`config.mk`:
```
export PLATFORM = sky130hd
export DESIGN_NAME = dbcr_block
export DESIGN_NICKNAME = d
export VERILOG_FILES = /design/src/verilog/dbcr_pkg.sv /design/src/verilog/dbcr_sync_if.sv /design/src/verilog/dbcr_block.sv /design/src/verilog/dbcr_edge_sync.sv
export VERILOG_INCLUDE_DIRS = /design/src /design/src/verilog
export SDC_FILE = /design/constraint.sdc
export NUM_CORES = 1
export LEC_CHECK = 0
export BUFFER_PORTS_ARGS = -buffer_cell sky130_fd_sc_hd__buf_2
export CORE_MARGIN = 3
export CORE_UTILIZATION = 52
export CTS_BUF_LIST = sky130_fd_sc_hd__clkbuf_16
export DETAILED_ROUTE_END_ITERATION = 7
export GPL_TIMING_DRIVEN = 1
export PLACE_DENSITY_LB_ADDON = 0.2
export SETUP_SLACK_MARGIN = 0.2
export SYNTH_ARGS = -nofsm -noshare
export SYNTH_HDL_FRONTEND = slang
export SYNTH_HIERARCHICAL = 1
export SYNTH_SLANG_ARGS = --single-unit
```
`constraint.sdc`:
```
create_clock -name core_clk -period 2.4 [get_ports core_clk]
set_input_delay 0.24 -clock core_clk [delete_from_list [all_inputs] [get_ports core_clk]]
set_output_delay 0.24 -clock core_clk [all_outputs]
set_load 0.1 [all_outputs]
```
`src/verilog/dbcr_defs.svh`:
```
// Constants of the digital block clock resynchronizer: field codes,
// source indexes and reset values. Definitions only.
// Assumes inclusion by bare name from the package and the design files.
`ifndef DBCR_DEFS_SVH
`define DBCR_DEFS_SVH

// Synchronization select codes
`define DBCR_SYNC_BYPASS   2'h0
`define DBCR_SYNC_24M      2'h1
`define DBCR_SYNC_48M      2'h2
`define DBCR_SYNC_DIRECT   2'h3

// Clock source indexes on the sixteen-way clock selector
`define DBCR_SRC_DIV_ONE   4'h0
`define DBCR_SRC_DIV_TWO   4'h1
`define DBCR_SRC_DIV_THREE 4'h2
`define DBCR_SRC_24M       4'h3
`define DBCR_SRC_48M       4'h4
`define DBCR_SRC_ROW_BASE  4'h5

// Function codes
`define DBCR_FN_TIMER      3'h0
`define DBCR_FN_COUNTER    3'h1
`define DBCR_FN_PWM        3'h2
`define DBCR_FN_PRS        3'h3
`define DBCR_FN_CRC        3'h4
`define DBCR_FN_SPI        3'h5
`define DBCR_FN_UART       3'h6

// Data register select for writes
`define DBCR_WR_COUNT      2'h0
`define DBCR_WR_PERIOD     2'h1
`define DBCR_WR_COMPARE    2'h2
`define DBCR_WR_CONTROL    2'h3

// Field positions
`define DBCR_CTL_ENABLE    0
`define DBCR_MODE_IRQ      0
`define DBCR_MODE_CMP      1

// Reset values
`define DBCR_BYTE_RST      8'h00
`define DBCR_SS_IDLE       1'h1

// Synchronized lane indexes
`define DBCR_LN_CLK        0
`define DBCR_LN_DATA       1
`define DBCR_LN_AUX        2
`define DBCR_LN_24M        3
`define DBCR_LN_48M        4
`define DBCR_LN_SLEEP      5
`define DBCR_LANES         6

`endif

```
`src/verilog/dbcr_pkg.sv`:
```
// Types shared by the resynchronizer and its datapath.
// Assumes dbcr_defs.svh is on the include path.
package dbcr_pkg;
   `include "dbcr_defs.svh"

   typedef logic [7:0] dbcr_byte_t;

   // Datapath run state
   typedef enum logic {
      DBCR_STOPPED,
      DBCR_RUNNING
   } dbcr_run_t;
endpackage : dbcr_pkg

```
`src/verilog/dbcr_sync_if.sv`:
```
// Carrier between the block top and its input synchronizer.
// Assumes one clock domain, core_clk.
`timescale 1ns/1ps
interface dbcr_sync_if #(parameter int LANES = 6);
   logic [LANES-1:0] raw;
   logic [LANES-1:0] level;
   logic [LANES-1:0] rise;
   modport sync (input raw, output level, output rise);
   modport user (output raw, input level, input rise);
endinterface : dbcr_sync_if

```
`src/verilog/dbcr_block.sv`:
```
// One configurable 8-bit digital block: input selectors, clock resync,
// a compact datapath and the two output drivers onto the row bus.
// Assumes system clocks, dividers and row signals arrive as async levels.
// How it works
// Clock and data each via sixteen-way selector
// Four-way slave-select selector, enable forces active
// Sources: dividers, 24M, 48M, rows, blocks
// Sync code 00 uses input unsynchronized
// Sync code 01 resyncs to 24M clock
// Sync code 10 resyncs to 48M clock
// Sync code 11 clocks directly from 24M
// Selecting 48M source clocks block directly; under sync code 11 the code clocks it from 24M instead
// Same-frequency input yields no clock events
// Software avoids resyncing divide-by-one clocks
// Sleep stops resync; only bypass keeps running
// Software uses bypass rarely, syncs via interrupts
// Each output drives one of four row drivers
// Functions: timer, counter, PWM, PRS, CRC, comms
// Blocks chain for widths above eight bits
// Seven registers steer independent block function
// Own interrupt mask and own request line
// Input clock rise gives one enable pulse
`timescale 1ns/1ps
module dbcr_block
   import dbcr_pkg::*;
#(
   parameter bit COMMS_CAPABLE = 1'b1
) (
   input  wire logic        core_clk,
   input  wire logic        rstn,
   input  wire logic [15:0] clockSources,
   input  wire logic [15:0] dataSources,
   input  wire logic [3:0]  auxSources,
   input  wire logic        system_clock_24m,
   input  wire logic        system_clock_48m,
   input  wire logic        sleepMode,
   input  wire logic [2:0]  functionSelect,
   input  wire logic [1:0]  functionMode,
   input  wire logic [3:0]  clockSelect,
   input  wire logic [3:0]  dataSelect,
   input  wire logic [1:0]  input_sync_select,
   input  wire logic [1:0]  auxInputSelect,
   input  wire logic        auxIoEnable,
   input  wire logic [1:0]  primaryDriverSelect,
   input  wire logic        primaryDriverEnable,
   input  wire logic [1:0]  auxDriverSelect,
   input  wire logic        auxDriverEnable,
   input  wire logic        writeStrobe,
   input  wire logic [1:0]  writeSelect,
   input  wire logic [7:0]  writeData,
   input  wire logic        chainIn,
   input  wire logic        irqMask,
   output logic [7:0]       countValue,
   output logic [7:0]       compareValue,
   output logic             chainOut,
   output logic             irqRequest,
   output logic             slaveSelectN,
   output logic [3:0]       primaryRowOut,
   output logic [3:0]       primaryRowOutEn,
   output logic [3:0]       auxRowOut,
   output logic [3:0]       auxRowOutEn
);
   initial begin
      if (`DBCR_SRC_ROW_BASE > 4'hf) $error("dbcr_block: bad row base");
   end

   // ************************************************************
   // Input selection and synchronization
   // ************************************************************
   dbcr_sync_if #(.LANES(`DBCR_LANES)) syncIf ();

   // Selectors sit ahead of the synchronizer so only six lanes are paid for
   assign syncIf.raw = {sleepMode, system_clock_48m, system_clock_24m,
                        auxSources[auxInputSelect],
                        dataSources[dataSelect],
                        clockSources[clockSelect]};

   dbcr_edge_sync #(.LANES(`DBCR_LANES)) u_sync (
      .core_clk (core_clk),
      .rstn     (rstn),
      .port     (syncIf)
   );

   logic tick24;
   logic tick48;
   logic asleep;
   logic clkSel48;
   assign tick24   = syncIf.rise[`DBCR_LN_24M];
   assign tick48   = syncIf.rise[`DBCR_LN_48M];
   assign asleep   = syncIf.level[`DBCR_LN_SLEEP];
   assign clkSel48 = (clockSelect == `DBCR_SRC_48M);

   // ************************************************************
   // Clock resynchronizer
   // ************************************************************
   logic sample_reg;
   logic sample_next;
   logic held_reg;
   logic held_next;
   logic clkEvent_reg;
   logic clkEvent_next;
   logic masterTick;

   always_comb begin
      masterTick = (input_sync_select == `DBCR_SYNC_48M) ? tick48 : tick24;
      sample_next = sample_reg;
      held_next   = held_reg;
      // Input is only looked at on the master edge, so an input of equal
      // frequency is seen at one phase forever and never rises
      if (masterTick) begin
         sample_next = syncIf.level[`DBCR_LN_CLK];
         held_next   = sample_reg;
      end
      clkEvent_next = 1'b0;
      if (clkSel48 && input_sync_select != `DBCR_SYNC_DIRECT) begin
         clkEvent_next = tick48 && !asleep;
      end else begin
         unique case (input_sync_select)
            `DBCR_SYNC_BYPASS: clkEvent_next = syncIf.rise[`DBCR_LN_CLK];
            `DBCR_SYNC_24M:    clkEvent_next = masterTick && sample_reg
                                               && !held_reg && !asleep;
            `DBCR_SYNC_48M:    clkEvent_next = masterTick && sample_reg
                                               && !held_reg && !asleep;
            `DBCR_SYNC_DIRECT: clkEvent_next = tick24 && !asleep;
         endcase
      end
   end

   // The resync stages carry no function state, yet reset keeps them known
   always_ff @(posedge core_clk) begin
      if (!rstn) begin
         sample_reg   <= 1'b0;
         held_reg     <= 1'b0;
         clkEvent_reg <= 1'b0;
      end else begin
         sample_reg   <= sample_next;
         held_reg     <= held_next;
         clkEvent_reg <= clkEvent_next;
      end
   end

   // ************************************************************
   // Datapath: count, period, compare and control registers
   // ************************************************************
   dbcr_byte_t count_reg;
   dbcr_byte_t count_next;
   dbcr_byte_t period_reg;
   dbcr_byte_t period_next;
   dbcr_byte_t compare_reg;
   dbcr_byte_t compare_next;
   dbcr_byte_t control_reg;
   dbcr_byte_t control_next;
   dbcr_run_t  run;
   logic       dataLevel;
   logic       dataRise;
   logic       terminal;
   logic       compareHit;
   logic       advance;
   logic       feedback;

   assign run       = control_reg[`DBCR_CTL_ENABLE] ? DBCR_RUNNING : DBCR_STOPPED;
   assign dataLevel = syncIf.level[`DBCR_LN_DATA];
   assign dataRise  = syncIf.rise[`DBCR_LN_DATA];
   assign terminal  = (count_reg == `DBCR_BYTE_RST);
   assign compareHit = functionMode[`DBCR_MODE_CMP] ? (count_reg <= compare_reg)
                                                    : (count_reg < compare_reg);

   always_comb begin
      count_next   = count_reg;
      period_next  = period_reg;
      compare_next = compare_reg;
      control_next = control_reg;
      feedback     = 1'b0;
      // Counter-like functions count only while the chain input allows
      advance = clkEvent_reg && (run == DBCR_RUNNING) && chainIn;
      if (functionSelect == `DBCR_FN_COUNTER || functionSelect == `DBCR_FN_PWM) begin
         advance = advance && dataLevel;
      end
      if (advance) begin
         unique case (functionSelect)
            `DBCR_FN_PRS: begin
               feedback   = count_reg[7];
               count_next = {count_reg[6:0], 1'b0} ^ (feedback ? period_reg : 8'h00);
            end
            `DBCR_FN_CRC: begin
               feedback   = count_reg[7] ^ dataLevel;
               count_next = {count_reg[6:0], 1'b0} ^ (feedback ? period_reg : 8'h00);
            end
            `DBCR_FN_TIMER, `DBCR_FN_COUNTER, `DBCR_FN_PWM: begin
               count_next = terminal ? period_reg : count_reg - 8'h01;
            end
            default: count_next = count_reg;
         endcase
      end
      // Hardware capture copies the count into the compare register
      if (functionSelect == `DBCR_FN_TIMER && run == DBCR_RUNNING && dataRise) begin
         compare_next = count_reg;
      end
      if (writeStrobe) begin
         unique case (writeSelect)
            `DBCR_WR_COUNT:   count_next = writeData;
            `DBCR_WR_PERIOD: begin
               period_next = writeData;
               if (run == DBCR_STOPPED) begin
                  count_next = writeData;
               end
            end
            `DBCR_WR_COMPARE: begin
               if (run == DBCR_STOPPED || functionSelect != `DBCR_FN_TIMER) begin
                  compare_next = writeData;
               end
            end
            `DBCR_WR_CONTROL: control_next = writeData;
         endcase
      end
   end

   always_ff @(posedge core_clk) begin
      if (!rstn) begin
         count_reg   <= `DBCR_BYTE_RST;
         period_reg  <= `DBCR_BYTE_RST;
         compare_reg <= `DBCR_BYTE_RST;
         control_reg <= `DBCR_BYTE_RST;
      end else begin
         count_reg   <= count_next;
         period_reg  <= period_next;
         compare_reg <= compare_next;
         control_reg <= control_next;
      end
   end

   // ************************************************************
   // Function outputs, row drivers, chaining and interrupt
   // ************************************************************
   logic       primaryFn;
   logic       auxFn;
   logic       irqSource;
   logic       irqSrcLast_reg;
   logic       irqSrcLast_next;
   logic       irq_next;
   logic       chain_next;
   logic       ssN_next;
   logic [3:0] priOut_next;
   logic [3:0] priEn_next;
   logic [3:0] auxOut_next;
   logic [3:0] auxEn_next;

   always_comb begin
      primaryFn = 1'b0;
      auxFn     = 1'b0;
      unique case (functionSelect)
         `DBCR_FN_TIMER: begin
            primaryFn = terminal;
            auxFn     = compareHit;
         end
         `DBCR_FN_COUNTER, `DBCR_FN_PWM: begin
            primaryFn = compareHit;
            auxFn     = terminal;
         end
         `DBCR_FN_PRS, `DBCR_FN_CRC: begin
            primaryFn = count_reg[7];
            auxFn     = compareHit;
         end
         // Serial engines live outside this block; only the slave select
         // path and the data pass-through to the aux output are provided here
         default: begin
            primaryFn = 1'b0;
            auxFn     = COMMS_CAPABLE ? syncIf.level[`DBCR_LN_DATA] : 1'b0;
         end
      endcase
      irqSource = functionMode[`DBCR_MODE_IRQ] ? compareHit : terminal;
      irqSrcLast_next = (run == DBCR_RUNNING) && irqSource;
      irq_next   = irqMask && (run == DBCR_RUNNING) && irqSource && !irqSrcLast_reg;
      chain_next = terminal && chainIn;
      ssN_next   = auxIoEnable ? 1'b0 : syncIf.level[`DBCR_LN_AUX];
      priEn_next  = 4'h0;
      auxEn_next  = 4'h0;
      priEn_next[primaryDriverSelect] = primaryDriverEnable;
      auxEn_next[auxDriverSelect]     = auxDriverEnable;
      priOut_next = {4{primaryFn}} & priEn_next;
      auxOut_next = {4{auxFn}} & auxEn_next;
   end

   always_ff @(posedge core_clk) begin
      if (!rstn) begin
         irqSrcLast_reg  <= 1'b0;
         irqRequest      <= 1'b0;
         chainOut        <= 1'b0;
         slaveSelectN    <= `DBCR_SS_IDLE;
         primaryRowOut   <= 4'h0;
         primaryRowOutEn <= 4'h0;
         auxRowOut       <= 4'h0;
         auxRowOutEn     <= 4'h0;
         countValue      <= `DBCR_BYTE_RST;
         compareValue    <= `DBCR_BYTE_RST;
      end else begin
         irqSrcLast_reg  <= irqSrcLast_next;
         irqRequest      <= irq_next;
         chainOut        <= chain_next;
         slaveSelectN    <= ssN_next;
         primaryRowOut   <= priOut_next;
         primaryRowOutEn <= priEn_next;
         auxRowOut       <= auxOut_next;
         auxRowOutEn     <= auxEn_next;
         countValue      <= count_next;
         compareValue    <= compare_next;
      end
   end
endmodule : dbcr_block

```
`src/verilog/dbcr_edge_sync.sv`:
```
// Two-stage synchronizer with rising-edge detect, one lane per input.
// Assumes raw lanes are asynchronous to core_clk; rstn is synchronous.
`timescale 1ns/1ps
module dbcr_edge_sync #(
   parameter int LANES = 6
) (
   input  wire logic core_clk,
   input  wire logic rstn,
   dbcr_sync_if.sync port
);
   initial begin
      if (LANES < 1) $error("dbcr_edge_sync: LANES must be at least 1");
   end

   logic [LANES-1:0] meta_reg;
   logic [LANES-1:0] meta_next;
   logic [LANES-1:0] stable_reg;
   logic [LANES-1:0] stable_next;
   logic [LANES-1:0] last_reg;
   logic [LANES-1:0] last_next;

   always_comb begin
      meta_next   = port.raw;
      stable_next = meta_reg;
      last_next   = stable_reg;
   end

   // First stage feeds only the second stage
   always_ff @(posedge core_clk) begin
      if (!rstn) begin
         meta_reg   <= '0;
         stable_reg <= '0;
         last_reg   <= '0;
      end else begin
         meta_reg   <= meta_next;
         stable_reg <= stable_next;
         last_reg   <= last_next;
      end
   end

   assign port.level = stable_reg;
   assign port.rise  = stable_reg & ~last_reg;
endmodule : dbcr_edge_sync

```
Word level (Yosys, flattened, before mapping)
Index checks and enable logic that the tools add are counted.
{"block": "totals", "register_bits": 65, "latch_bits": 0, "ramBits": 0, "rom_bits": 0, "in_bits": 78, "out_inout_bits": 35, "n_memories": 0}
{"block": "classes", "add_sub_neg": 1, "n_mul": 0, "div": 0, "n_lt_le_gt_ge": 9, "n_eq_ne": 12, "shift": 0, "muxes": 32, "n_bitwise": 10, "reduce_logical": 35}
{"operator": "two-way mux 8 bit", "count": 10}
{"operator": "case mux 8 bit (3 select lines)", "count": 1}
{"operator": "logical AND 1 bit", "count": 18}
{"operator": "AND 4 bit", "count": 4}
{"operator": "case mux 8 bit (2 select lines)", "count": 1}
{"operator": "bitwise XOR 8 bit", "count": 2}
{"operator": "two-way mux 1 bit", "count": 12}
{"operator": "< comparator 4 x 5 -> 1 bit, second input constant", "count": 2}
{"operator": "< comparator 2 x 3 -> 1 bit, second input constant", "count": 3}
{"operator": "binary-select mux 1 bit (select 4 bit)", "count": 2}
{"operator": "equality test 2 bit, second input constant", "count": 4}
{"operator": "less-or-equal comparator 8 bit", "count": 1}
{"operator": "zero test 8 bit", "count": 1}
{"operator": "< comparator 8 bit", "count": 1}
{"operator": "subtractor 8 x 1 -> 8 bit, second input constant", "count": 1}
{"operator": "equality test 3 x 2 -> 1 bit, second input constant", "count": 2}
{"operator": "case mux 1 bit (3 select lines)", "count": 2}
{"operator": "OR reduction 2 bit", "count": 3}
{"operator": "OR reduction 3 bit", "count": 2}
{"operator": "AND 5 bit", "count": 1}
{"operator": "NOT 5 bit", "count": 1}
{"operator": "demux 1 bit (select 2 bit)", "count": 2}
{"operator": "equality test 2 x 1 -> 1 bit, second input constant", "count": 2}
{"operator": "equality test 4 x 3 -> 1 bit, second input constant", "count": 1}
{"operator": "other kinds (14)", "count": 20}

Longest topological paths before layout
{"block": "logic_depth", "word_depth": 9, "mapped_depth": 10}

Modules after synthesis
Netlist, hierarchy kept.
{"mod": "dbcr_block", "n_inst": 1, "cells_each": 382, "area_each_um2": 3171.8}
{"mod": "dbcr_edge_sync", "n_inst": 1, "cells_each": 43, "area_each_um2": 539.3}

Worst setup path before layout
OpenSTA, ideal clock, no wires.
{"block": "synth_timing", "path_kind": "flip-flop to flip-flop", "from": "reg countValue[0] (netlist name)", "to": "reg primaryRowOut[0]", "t_arrival_ps": 2626, "t_required_ps": 2270, "slack_ps": -355, "path_stages_with_launch": 10, "n_path_buf": 1, "cell_sequence": "dfxtp_1 -> clkbuf_1 -> inv_1 -> ha_1 -> or3b_2 -> nor2_8 -> o21a_1 -> o31a_1 -> o21ai_0 -> nor2b_1"}
{"item": "end signal, assigned", "line": "dbcr_block.sv:301", "rtl": "primaryRowOut <= priOut_next;"}
{"item": "end, declared", "line": "dbcr_block.sv:58", "rtl": "output logic [3:0] primaryRowOut,"}

==> reports/summary.txt <==
clock power share = 42.6%
power share of the sequential group = 35.6%
P&R area growth vs syn = 25.4%
pre-CTS WS = 0.386 ns
Die Ht = 89.7 um
first-pass GRT wire length = 16900 um
port buffer count = 112
antenna violations before repair = 0
Routed WL = 10400 um
Total GRT Usage = 25.6%
Comb power frac = 21.7%
Placed Cells = 610
cts hold-fix bufs = 0
Period minus WS final = 2.03 ns
RSZ-0062 raised after global routing = no
clock latency on the worst-skew pair = 0.33 ns
Rows = 29
gpl congestion = 0.979
starting DRC count in detailed routing = 359
critical path arrival = 2.27 ns
post-CTS sizing = 0
die area = 8050 um2
switching share of power = 31.3%
Tightest Hold Check Type = primary input to register
final hold viol count = 0
Critical Path RT = 2.64 ns
worst slew pin tran = 0.516 ns
nets = 616
Post-CTS Repair Setup Buffers = 0
Reg area = 1310 um2
Yosys warning count = 6
Setup-failing EPs final = 0
Worst R2R Setup Slack = 0.37 ns
Mapped Cells = 419
CP endpoint kind = register
TritonCTS clock tree = yes
Max VDD drop = 460 uV
layout cells sized above 1 = 34.9%
Slew headroom = 65.5%
Final Max Slew Viols = 0
Mapped Area = 3640 um2
# IOs = 113
crit start category = register
core area = 6570 um2
root buf cell = clkbuf_16
# fillers = 533
status = finished clean
Num CTS Buffers = 9
Multi-input gate area = 2110 um2
initial core utilization = 55.5%
final std cells w/o fill = 626
DRT Pass-1 Iters = 7
clock slew at reported path FFs = 0.06 ns
htree depth = 3
Clock Sink Count = 64
LEAKAGE = 2.00 nW
total vias in the final route = 3637
Mean Syn Cell Area = 8.70 um2
Design Power = 3.26 mW
total grt overflow = 0
syn nets = 507
final period utilization = 84.5%
cell-internal power = 2.24 mW
CP Max Fanout = 13
vias in the first global route = 3455
Setup WS post-layout = 0.371 ns
Net Switching = 1.02 mW
clk_skew = 0.00731 ns
routed vias/inst = 5.81
total inserted antenna cells = 0
setup TNS = 0 ns
Clock Tree Buf Depth = 2
Die Width = 89.7 um
Routed Antenna Nets = 0
Crit Path Category = register to register
achievable frequency = 493 MHz
Final HPWL DP = 7950 um
WL/cell = 16.6 um
worst hold slack = 0.0896 ns
cell area power density = 713 nW/um2
max cap viols = 0
DR DRC count = 0
largest net degree at the start of global routing = 28
stage by stage:
step	util (%)	cell area [um2]
4_1_cts	69.6	4570
3_3_place_gp	64.7	4250
3_5_place_dp	64.7	4250
6_report	69.6	4570
2_1_floorplan	-	3670
5_1_grt	69.6	4570
power groups by stage:
stage | registers, mW | logic (mW) | clock network, mW
floorplan | 1.35 | 0.369 | 0
global placement | 1.18 | 0.691 | 0
detailed placement | 1.18 | 0.699 | 0
CTS | 1.16 | 0.703 | 1.40
global route | 1.17 | 0.760 | 1.45
finish | 1.16 | 0.708 | 1.39
routing by layer:
metal,up-vias,part of all wire [%],routed length [um],global-route usage [%]
li1,1727,-,-,-
met1,1693,42,4350,33.6
met2,199,47,4890,42.9
met3,18,9.3,966,4.92
met4,0,1.7,178,8.05
met5,-,0,0,0
critical path: stages (launching register included):
cell	delay [ns]
dfxtp_4	0.38
inv_1	0.11
ha_1	0.20
or3b_4	0.43
nor2_8	0.20
o21a_1	0.18
o31a_1	0.14
o21ai_1	0.13
nor3_1	0.18
final timing paths:
path,endpoint,cells past startpoint,start
setup / recovery,primaryRowOut[1]$_SDFF_PN0_,8,countValue[0]$_SDFF_PN0_
hold reg to reg,u_sync/port.level[3]$_SDFF_PN0_,1,u_sync/meta_reg[3]$_SDFF_PN0_
hold / removal,slaveSelectN$_SDFF_PN1_,2,auxIoEnable
setup reg to reg,primaryRowOut[1]$_SDFF_PN0_,8,countValue[0]$_SDFF_PN0_
cell type report:
type / instances / share of cell area, %
multi-input cells: 311 / 46.2
flip-flops and latches: 64 / 28.6
repair buffers: 123 / 14.1
clock buffers: 10 / 5.47
well taps: 93 / 2.55
clock inverters: 6 / 1.59
inverters: 19 / 1.56
layout by cell type, fill, tap and decap left out, types with 3 or more instances in the layout:
master     instances
inv_1             19
o211ai_1           3
nand4_1            3
mux4_2            11
and2_2            12
and2_1             6
a221oi_1           5
xnor2_1           11
buf_4             11
a211o_1            3
nor2b_1           10
nor3_1            13
or3_1              4
clkbuf_16         10
nand3_1           27
a31oi_1            6
dfxtp_2           13
a21oi_1           19
o21ai_0           20
a311oi_1          10
mux2i_1            9
buf_2            112
nand2b_1           8
dfxtp_1           49
ha_1              10
nand2_1           54
o22ai_1            4
nor2_1            29
Note: power is estimated with default switching activity, not from simulation.
